**src/pkg/bank_close_pkg.sv**
```systemverilog
package bank_close_pkg;
    localparam int          NUM_BANKS        = 8;
    localparam int          BANK_W           = 3;
    localparam int          CNT_W            = 8;
    localparam int          CLK_PERIOD_PS    = 50000;
    // analog times in picoseconds
    localparam int          READ_TO_CLOSE_PS = 7500;
    localparam int          WRITE_REC_PS     = 15000;
    localparam int          CLOSE_PER_PS     = 18000;
    localparam int          CLOSE_ALL_PS     = 21000;
    localparam int          ROW_CYCLE_PS     = 60000;
    // rounded-up clock counts
    localparam int          RTP_CK  = (READ_TO_CLOSE_PS + CLK_PERIOD_PS - 1) / CLK_PERIOD_PS;
    localparam int          WR_CK   = (WRITE_REC_PS + CLK_PERIOD_PS - 1) / CLK_PERIOD_PS;
    localparam int          RPPB_CK = (CLOSE_PER_PS + CLK_PERIOD_PS - 1) / CLK_PERIOD_PS;
    localparam int          RPAB_CK = (CLOSE_ALL_PS + CLK_PERIOD_PS - 1) / CLK_PERIOD_PS;
    localparam int          RC_CK   = (ROW_CYCLE_PS + CLK_PERIOD_PS - 1) / CLK_PERIOD_PS;
    localparam int          PREFETCH_WORDS   = 4;
    // command decode on rising-edge bits 3..0
    localparam logic [3:0]  CMD_CLOSE        = 4'hb;
    localparam logic [2:0]  CMD_RDWR_MASK    = 3'h7;
    localparam logic [2:0]  CMD_READ         = 3'h5;
    localparam logic [2:0]  CMD_WRITE        = 3'h1;
    localparam logic [1:0]  CMD_ACT          = 2'h2;
    localparam int          AB_BIT           = 4;
    localparam int          BA_LSB           = 7;
    typedef enum logic [3:0] {
        BK_IDLE    = 4'h1,
        BK_OPEN    = 4'h2,
        BK_AUTO    = 4'h4,
        BK_CLOSING = 4'h8
    } bank_state_t;
endpackage

```
**src/pkg/bank_tick_if.sv**
```systemverilog
`timescale 1ns/100ps
interface bank_tick_if #(parameter int CNT_W = 8);
    logic             load;
    logic [CNT_W-1:0] value;
    logic             done;
    modport ctrl (output load, output value, input done);
    modport cnt  (input load, input value, output done);
endinterface

```
**src/bank_auto_close.sv**
```systemverilog
`timescale 1ns/100ps
// Summary of operation
// - flag low on read or write leaves the bank open after the burst.
// - flag sampled from command bit 0 at the falling edge; high engages auto close.
// - read auto close starts at max(BL/2, BL/2-2+read-to-close clocks).
// - different-bank reads or writes after auto close may run at BL/2 spacing.
// - close period timed from latest single or all-bank close of that bank.
// - array write starts only after a whole four-word prefetch group.
// - close decoded on rising edge, select low, bits 3..0 = 1,0,1,1.
// - all-bank flag closes every bank not in auto close; else bank bits choose one.
module bank_auto_close
    import bank_close_pkg::*;
#(
    parameter int BURST_LEN = 8,
    parameter int WRITE_LAT = 4
) (
    input  wire logic                            ref_clk,
    input  wire logic                            rst,
    input  wire logic                            cs_n,
    input  wire logic [bank_close_pkg::BANK_W+6:0] cmd_addr_rise,
    input  wire logic                            cmd_addr_bit0_falling,
    output logic [bank_close_pkg::NUM_BANKS-1:0] bank_open,
    output logic [bank_close_pkg::NUM_BANKS-1:0] bank_closing,
    output logic [bank_close_pkg::NUM_BANKS-1:0] act_ok,
    output logic                                 array_write_go
);
    import bank_close_pkg::*;

    localparam int HALF_BL   = BURST_LEN / 2;
    localparam int RD_START  = (HALF_BL > HALF_BL - 2 + RTP_CK) ? HALF_BL : HALF_BL - 2 + RTP_CK;
    localparam int WR_START  = WRITE_LAT + HALF_BL + 1 + WR_CK;
    localparam int ROUND_LEN = PREFETCH_WORDS / 2;

    function automatic logic [CNT_W-1:0] ck(input int n);
        return CNT_W'(n);
    endfunction

    ////////////////////////////////////////////////////////////////
    logic                    is_close;
    logic                    is_rd;
    logic                    is_wr;
    logic                    is_act;
    logic [BANK_W-1:0]       bank_sel;
    logic [NUM_BANKS-1:0]    close_hit;
    logic                    cmd_q;
    logic                    rd_q;
    logic                    ap_q;
    logic [BANK_W-1:0]       bank_q;
    logic                    cmd_nxt;

    always_comb begin
        bank_sel = cmd_addr_rise[BA_LSB +: BANK_W];
        is_close = !cs_n && cmd_addr_rise[3:0] == CMD_CLOSE;
        is_rd    = !cs_n && cmd_addr_rise[2:0] == (CMD_READ & CMD_RDWR_MASK);
        is_wr    = !cs_n && cmd_addr_rise[2:0] == (CMD_WRITE & CMD_RDWR_MASK);
        is_act   = !cs_n && cmd_addr_rise[1:0] == CMD_ACT;
        cmd_nxt  = is_rd || is_wr;
        for (int b = 0; b < NUM_BANKS; b++) begin
            close_hit[b] = is_close && (cmd_addr_rise[AB_BIT] || bank_sel == BANK_W'(b));
        end
    end

    // the flag lives on the falling half, so hold the command one cycle and join it there
    always_ff @(posedge ref_clk or posedge rst) begin
        if (rst) begin
            cmd_q  <= 1'b0;
            rd_q   <= 1'b0;
            bank_q <= '0;
        end else begin
            cmd_q  <= cmd_nxt;
            rd_q   <= is_rd;
            bank_q <= bank_sel;
        end
    end
    assign ap_q = cmd_addr_bit0_falling;

    ////////////////////////////////////////////////////////////////
    bank_state_t          st_r    [NUM_BANKS];
    bank_state_t          st_nxt  [NUM_BANKS];
    logic [NUM_BANKS-1:0] rc_ok_r;
    logic [NUM_BANKS-1:0] rc_ok_nxt;
    logic [NUM_BANKS-1:0] act_ok_nxt;
    logic [NUM_BANKS-1:0] open_nxt;
    logic [NUM_BANKS-1:0] closing_nxt;

    for (genvar g = 0; g < NUM_BANKS; g++) begin : g_bank
        bank_tick_if #(.CNT_W(CNT_W)) dly ();
        bank_tick_if #(.CNT_W(CNT_W)) rc ();
        bank_delay_counter #(.CNT_W(CNT_W)) u_dly (.ref_clk(ref_clk), .rst(rst), .tick(dly));
        bank_delay_counter #(.CNT_W(CNT_W)) u_rc  (.ref_clk(ref_clk), .rst(rst), .tick(rc));

        always_comb begin
            st_nxt[g]      = st_r[g];
            dly.load       = 1'b0;
            dly.value      = '0;
            // an activate to a bank that is not in BK_IDLE must not restart the row cycle
            rc.load        = is_act && bank_sel == BANK_W'(g) && st_r[g] == BK_IDLE;
            rc.value       = ck(RC_CK);
            rc_ok_nxt[g]   = rc_ok_r[g];
            if (rc.load) begin
                rc_ok_nxt[g] = 1'b0;
            end else if (rc.done) begin
                rc_ok_nxt[g] = 1'b1;
            end
            case (st_r[g])
                BK_IDLE: begin
                    if (rc.load) begin
                        st_nxt[g] = BK_OPEN;
                    end else if (close_hit[g]) begin
                        st_nxt[g] = BK_CLOSING;
                        dly.load  = 1'b1;
                        dly.value = cmd_addr_rise[AB_BIT] ? ck(RPAB_CK) : ck(RPPB_CK);
                    end
                end
                BK_OPEN: begin
                    if (close_hit[g]) begin
                        st_nxt[g] = BK_CLOSING;
                        dly.load  = 1'b1;
                        dly.value = cmd_addr_rise[AB_BIT] ? ck(RPAB_CK) : ck(RPPB_CK);
                    end else if (cmd_q && ap_q && bank_q == BANK_W'(g)) begin
                        st_nxt[g] = BK_AUTO;
                        dly.load  = 1'b1;
                        // one cycle spent joining the flag, one more in the done register
                        dly.value = rd_q ? ck(RD_START - 2) : ck(WR_START - 2);
                    end
                    // flag low: bank simply stays open
                end
                BK_AUTO: begin
                    // burst runs to the end; later commands cannot cut it short
                    if (dly.done) begin
                        st_nxt[g] = BK_CLOSING;
                        dly.load  = 1'b1;
                        dly.value = ck(RPPB_CK);
                    end
                end
                BK_CLOSING: begin
                    if (close_hit[g]) begin
                        dly.load  = 1'b1;
                        dly.value = cmd_addr_rise[AB_BIT] ? ck(RPAB_CK) : ck(RPPB_CK);
                    end else if (dly.done) begin
                        st_nxt[g] = BK_IDLE;
                    end
                end
                default: st_nxt[g] = BK_IDLE;
            endcase
            open_nxt[g]    = st_nxt[g] == BK_OPEN || st_nxt[g] == BK_AUTO;
            closing_nxt[g] = st_nxt[g] == BK_AUTO || st_nxt[g] == BK_CLOSING;
            act_ok_nxt[g]  = st_nxt[g] == BK_IDLE && rc_ok_nxt[g];
        end

        always_ff @(posedge ref_clk or posedge rst) begin
            if (rst) begin
                st_r[g] <= BK_IDLE;
            end else begin
                st_r[g] <= st_nxt[g];
            end
        end
    end

    ////////////////////////////////////////////////////////////////
    // array write fires once per full four-word group of the latest write burst
    logic [CNT_W-1:0] wr_beat_r;
    logic [CNT_W-1:0] wr_beat_nxt;
    logic [CNT_W-1:0] wr_wait_r;
    logic [CNT_W-1:0] wr_wait_nxt;
    logic             go_nxt;

    always_comb begin
        wr_wait_nxt = wr_wait_r;
        wr_beat_nxt = wr_beat_r;
        go_nxt      = 1'b0;
        if (is_wr) begin
            wr_wait_nxt = ck(WRITE_LAT + 1);
            wr_beat_nxt = ck(HALF_BL);
        end else if (wr_wait_r != '0) begin
            wr_wait_nxt = wr_wait_r - 1'b1;
        end else if (wr_beat_r != '0) begin
            wr_beat_nxt = wr_beat_r - 1'b1;
            go_nxt      = (wr_beat_r - 1'b1) % ck(ROUND_LEN) == '0;
        end
    end

    always_ff @(posedge ref_clk or posedge rst) begin
        if (rst) begin
            wr_wait_r      <= '0;
            wr_beat_r      <= '0;
            array_write_go <= 1'b0;
            rc_ok_r        <= '1;
            bank_open      <= '0;
            bank_closing   <= '0;
            act_ok         <= '1;
        end else begin
            wr_wait_r      <= wr_wait_nxt;
            wr_beat_r      <= wr_beat_nxt;
            array_write_go <= go_nxt;
            rc_ok_r        <= rc_ok_nxt;
            bank_open      <= open_nxt;
            bank_closing   <= closing_nxt;
            act_ok         <= act_ok_nxt;
        end
    end
endmodule

```
**src/bank_delay_counter.sv**
```systemverilog
`timescale 1ns/100ps
module bank_delay_counter #(
    parameter int CNT_W = 8
) (
    input  wire logic  ref_clk,
    input  wire logic  rst,
    bank_tick_if.cnt   tick
);
    logic [CNT_W-1:0] cnt_r;
    logic [CNT_W-1:0] cnt_nxt;
    logic             done_r;
    logic             done_nxt;

    always_comb begin
        cnt_nxt  = cnt_r;
        done_nxt = 1'b0;
        if (tick.load) begin
            cnt_nxt = tick.value;
        end else if (cnt_r != '0) begin
            cnt_nxt  = cnt_r - 1'b1;
            done_nxt = (cnt_r == {{(CNT_W-1){1'b0}}, 1'b1});
        end
    end

    always_ff @(posedge ref_clk or posedge rst) begin
        if (rst) begin
            cnt_r  <= '0;
            done_r <= 1'b0;
        end else begin
            cnt_r  <= cnt_nxt;
            done_r <= done_nxt;
        end
    end

    assign tick.done = done_r;
endmodule

```
**config.mk**
```make
export PLATFORM = sky130hd
export DESIGN_NAME = bank_auto_close
export DESIGN_NICKNAME = d
export VERILOG_FILES = /design/src/pkg/bank_close_pkg.sv /design/src/pkg/bank_tick_if.sv /design/src/bank_auto_close.sv /design/src/bank_delay_counter.sv
export SDC_FILE = /design/constraint.sdc
export NUM_CORES = 1
export LEC_CHECK = 0
export BUFFER_PORTS_ARGS = -buffer_cell sky130_fd_sc_hd__buf_4
export CAP_MARGIN = 0
export CELL_PAD_IN_SITES_DETAIL_PLACEMENT = 0
export CELL_PAD_IN_SITES_GLOBAL_PLACEMENT = 2
export CORE_MARGIN = 2
export CORE_UTILIZATION = 41
export CTS_CLUSTER_DIAMETER = 60
export DETAILED_ROUTE_END_ITERATION = 16
export PLACE_DENSITY_LB_ADDON = 0.1
export SYNTH_ARGS = -nofsm -noshare
export SYNTH_HDL_FRONTEND = slang
export SYNTH_HIERARCHICAL = 1
export SYNTH_SLANG_ARGS = --single-unit
export TNS_END_PERCENT = 50
```
**constraint.sdc**
```tcl
create_clock -name ref_clk -period 3.21 [get_ports ref_clk]
set_input_delay 0.321 -clock ref_clk [delete_from_list [all_inputs] [get_ports ref_clk]]
set_output_delay 0.321 -clock ref_clk [all_outputs]
set_load 0.03 [all_outputs]
```
---- After elaboration in Yosys (flattened, before gate mapping) ----
Cells that the tools add are included.
word-level totals
  register bits after elaboration ......... 230
  memories kept ........................... 0
  memory bits (writable) .................. 0
  input port bits ......................... 14
  bits in read-only memories .............. 0
  latch bits .............................. 0
cells by class
  bitwise gates (word level) .............. 0
  $mul .................................... 0
  add/subtract/negate cells ............... 18
  shift operators ......................... 0
  equality and inequality tests ........... 99
  reduce and logical (&&, ||, !) cells .... 111
  div/mod/pow operators ................... 0
  mux-type cells .......................... 249
  magnitude comparators ................... 0
operators by type and width
  operator               count
  $mux W8                38
  $mux W4                73
  $pmux W4 S4            15
  $reduce_bool A8 Y1     18
  $sub A8 B1 Y8 const B  18
  $eq A8 B1 Y1 const B   16
  $mux W1                114
  $eq A4 B4 Y1 const B   17
  $eq A4 B1 Y1 const B   16
  $eq A4 B2 Y1 const B   16
  $eq A4 B3 Y1 const B   16
  $logic_and A1 B1 Y1    45
  $reduce_bool A2 Y1     18
  $pmux W1 S4            8
  $pmux W8 S4            1
  $eq A3 B3 Y1 const B   9
  $logic_or A1 B1 Y1     25
  $eq A3 B2 Y1 const B   4
  $eq A3 B1 Y1 const B   3
  $logic_not A8 Y1       1
  $logic_not A3 Y1       2
  $eq A2 B2 Y1 const B   1
  $ne A2 B2 Y1 const B   1
  $reduce_and A2 Y1      1
  $logic_not A1 Y1       1

---- Longest topological paths before layout ----
  word-level depth ........................ 8
  mapped depth ............................ 9

---- Cells and area by module ----
Netlist, hierarchy kept.
modules (own cells, without submodules)
  module              cells each  area each (µm²)  instances  sequential area each (µm²)
  bank_delay_counter  58          559.3            16         225.2
  bank_auto_close     528         4,875.9          1          2,182.1

---- Worst setup path after synthesis ----
Ideal clock, no wire load.
  kind .................................... register to register
  start ................................... register st_r[4] (netlist bit)
  end ..................................... register g_bank[6].u_rc.cnt_r[5]
  arrival ................................. 2.452 ns
  slack ................................... 0.633 ns
  library setup time ...................... 0.125 ns
  data required time ...................... 3.085 ns
  cell stages (with the launch flop) ...... 6
  clock period less this slack ............ 2.577 ns
  path through ............................ dfstp_2 or4b_2 nor3_1 inv_1 and4_1 a2111oi_0
between the ends
  cells in the longest elaborated chain, start to end .. 3
  elaborated cells between the ends (all ways) .. 4
RTL lines
  item                                           line                      text
  from (decl)                                    bank_auto_close.sv:78     bank_state_t st_r [NUM_BANKS];
  from (signal, indexed assignment)              bank_auto_close.sv:155    st_r[g] <= st_nxt[g];
  $eq A4 B1 Y1 (*)                               bank_auto_close.sv:97     rc.load = is_act && bank_sel == BANK_W'(g) && st_r[g] == BK_IDLE;
  $logic_and A1 B1 Y1 (*)                        bank_auto_close.sv:97
  via g_bank[6].rc.load                          bank_tick_if.sv:3         logic load;
  $mux W8 or $reduce_bool A2 Y1 (tied branches)  -
  to (signal assigned)                           bank_delay_counter.sv:30  cnt_r <= cnt_nxt;
  to (decl)                                      bank_delay_counter.sv:9   logic [CNT_W-1:0] cnt_r;
Mark *: on every way through the listed nets, which the timed path passes. The rest lies on a longest branch.
A chain may end at the register's enable or synchronous reset.

---- Worst setup path in the final report ----
  start ................................... input cmd_addr_rise[7] (netlist bit)
  end ..................................... register g_bank[0].u_rc.cnt_r[5]
between the ends
  cells in the longest elaborated chain, start to end .. 4
  elaborated cells between the ends (all ways) .. 5
RTL lines
  item                                           line                      text
  from (decl)                                    bank_auto_close.sv:20     input wire logic [bank_close_pkg::BANK_W+6:0] cmd_addr_rise,
  $logic_not A3 Y1 (*)                           bank_auto_close.sv:97
  $logic_and A1 B1 Y1 (*) (2 in a row)           bank_auto_close.sv:97
  via g_bank[0].rc.load                          bank_tick_if.sv:3
  $mux W8 or $reduce_bool A2 Y1 (tied branches)  -
  to (signal assigned)                           bank_delay_counter.sv:30
  to (decl)                                      bank_delay_counter.sv:9
Marks and branches as above.

==> metrics <==
Worst setup EP type=flop; I/O Buffers=36; starting density of the core=41.43%; Die ar.=35200 sq um; synth unique cells=73; layout cells sized above 1=12.38%; Pre-antenna DRT Iters=5; Peak VDD IR=0.5426 mV; CP Max Fanout=16; worst skew pair latency=570 ps; arrival time at the worst endpoint=3210 ps; Gate Count Post-Synth=1456; Slew Limit Fails=0; #FFs+latches synth=230; Hold Fails Final Rpt=0; CTS sink count=230; IO Pins=39; # H-tree levels=1; pwr/cell area=864.7 nW/um^2; drt initial violations=692; Async SR Flop Fraction=100.0%; RSZ-0062 raised after global routing=no; post-route setup slack=431.9 ps; Worst-Margin Slew=813.7 ps; required time of the worst setup path=3650 ps; Core Region=33360 sq um; Final setup viols=0; DRC=0; slew margin rel.=45.76%; gp weighted congestion=0.7952; Final ANT Viol Nets=0; largest net degree at the start of global routing=60; min Tclk post-route=2778 ps; number of buffers on the longest clock path=3; met3 Use GR=2.826%; Mapped Area=13820 sq um; max frequency=0.3600 GHz; diode count=0; fin crit share=86.55%; final setup TNS=0 ps; Max Cap Viol=0; Clk pin slew, worst setup/hold paths=60 ps; Clock Skews=16.64 ps; syn_area_per_cell=9.495 sq um; clock root cell=clkbuf_16; chip width=187.6 microns; crit path launch type=primary input; Ys Warns=6; DR vias/cell=5.539; first-pass GRT wire length=55750 microns; most common cell after layout, fill and taps aside=dfrtp_1; kind of critical path=in2reg; post-CTS setup buffers=0; die extent in y=187.6 microns; cts bufs inserted=31; Total Routing Usage GR=18.87%; Seq/Total Area, Yosys=41.85%; PostCTS Resize Cnt=0; total number of vias=11427; Layout area overhead=15.17%; DP HPWL=22330 microns; commonest non-fill, non-tap cells in the layout=206 x dfrtp_1, 135 x inv_1, 104 x conb_1, 76 x nor3_1, 75 x nand2_1; Synth Flop Type=dfrtp_1; met2 global-route usage=30.54%; Leak=6.991 nW; met1 global-route usage=26.64%; class of the worst hold path=in2reg; routed length per instance=15.89 microns; Nets=1640; Post-synth EDFFs=0; pre-CTS setup slack=413.7 ps; busiest grt layer=met2; initial antenna violation count=0; CTS tree=done; Routed WL=32780 microns; total gr overflow=0; Site Rows=67; outcome=finished clean; vias in the first global route=10986
==> worst max-delay path, stage by stage <==
cell and delay [ps]:
dlygate4sd3_1 570, buf_4 190, or4b_2 720, or3_1 500
inv_1 240, inv_1 170, and4_1 180, a2111oi_0 310
==> Yosys cell counts (8+ instances only) <==
library cell    n  area (sq um)
nor3b_1        24         180.2
a2bb2oi_1      32         280.3
buf_6          18         202.7
a211oi_1       18         135.1
nor2b_1         8         50.05
o311a_2        16         180.2
o31ai_1        26         195.2
and4_1         33         289.0
o211ai_1       26         195.2
o31a_1         32         280.3
or3b_1         16         140.1
dfstp_2        24         630.6
buf_2          21         105.1
or3_1          21         131.4
a22o_1         16         140.1
inv_1         136         510.5
ha_1           35         437.9
nand2b_1       31         193.9
dfrtp_1       206          5155
o21a_1         38         285.3
a211o_1        17         148.9
a21oi_1        53         265.3
nor3_1         77         385.4
or4_1          23         172.7
nor2_1         68         255.2
nand3_1        26         130.1
o221ai_1        8         70.07
xnor2_1         8         70.07
nor4b_1        12         105.1
a2111oi_0      23         201.4
nor4_2         17         212.7
a221o_1        16         160.2
clkbuf_1       27         101.4
o21ai_0        71         355.3
o22ai_1        17         106.4
nand2_1        75         281.5
nor4_1         36         225.2
and3_1         20         125.1
==> layer usage <==
| metal | wire length (microns) | share of wire [%] |
|---|---|---|
| met1 | 16060 | 49 |
| met2 | 14960 | 46 |
| met3 | 1025 | 3.1 |
| met4 | 730 | 2.2 |
| met5 | 0 | 0 |
==> kinds of logic after synthesis <==
| family | synth area share (%) |
|---|---|
| xor gates and xnor gates | 0.6970 |
| other | 0.05432 |
| DFF | 41.85 |
| AOI/OAI and AO/OA | 23.72 |
| muxes | 0.2172 |
| and+or+nand+nor | 23.59 |
| adders and majority gates | 3.168 |
| buffers and inverters | 6.706 |
==> state kept, by name, summed over array words and instances, names as in the netlist <==
register and flops:
rc_ok_r 8, act_ok 8, wr_wait_r 8, array_write_go 1, g_bank.u_dly/cnt_r 64, bank_q 3, wr_beat_r 8, rd_q 1
cmd_q 1, g_bank.u_dly/tick.done 8, g_bank.u_rc/cnt_r 64, bank_closing 8, bank_open 8, g_bank.u_rc/tick.done 8, st_r 32
==> area by class of cell <==
class                      instances  area [sq um]
clock inverter                    14         163.9
sequential                       230          5786
clock buffer                      43         870.8
fill                            3255         17440
timing repair buffer              68         528.0
inverter                         136         513.0
tap                              448         560.5
multi-input combinational       1124          7500
==> per-stage QoR <==
stage                     util, %  std cells  hold WS (ps)  area (sq um)  total power, mW
final                       47.72       2063         160.5         15920            13.77
after CTS                   47.72       2063         111.5         15920            13.90
after detailed placement    44.41       1999         472.5         14820            10.29
after global routing        47.72       2063         167.7         15920            14.93
after floorplan                 -       1558         148.9         14210            9.277
after global placement      44.41       1999         474.7         14820            10.17
==> final timing paths <==
check                                                   start  slack [ps]  cells past startpoint                              endpoint
max                                          cmd_addr_rise[7]         430                      8   g_bank[0].u_rc/cnt_r[5]$_DFFE_PP0P_
min                                          cmd_addr_rise[1]         160                      3                        rd_q$_DFF_PP0_
max reg2reg                                st_r[23]$_DFF_PP0_         510                      7  g_bank[2].u_dly/cnt_r[5]$_DFFE_PP0P_
min reg2reg                g_bank[0].u_rc/tick.done$_DFF_PP0_         500                      1                  rc_ok_r[0]$_DFF_PP1_
max in group asynchronous                                 rst        1790                      4                   act_ok[7]$_DFF_PP1_
min in group asynchronous                                 rst         460                      3  g_bank[2].u_dly/cnt_r[0]$_DFFE_PP0P_
==> what timing repair did <==
item,in CTS,in global routing
setup endpoints to repair,0,0
hold endpoints to repair,149,0
hold buffers,7,0
==> power breakdown <==
group / total, mW / leakage (nW) / internal, mW / switching (mW)
Sequential: 5.56 / 2.86 / 4.12 / 1.44
Combinational: 4.73 / 3.62 / 2.25 / 2.48
Clock: 3.48 / 0.507 / 2.13 / 1.35
Power figures use the tool's default switching activity.
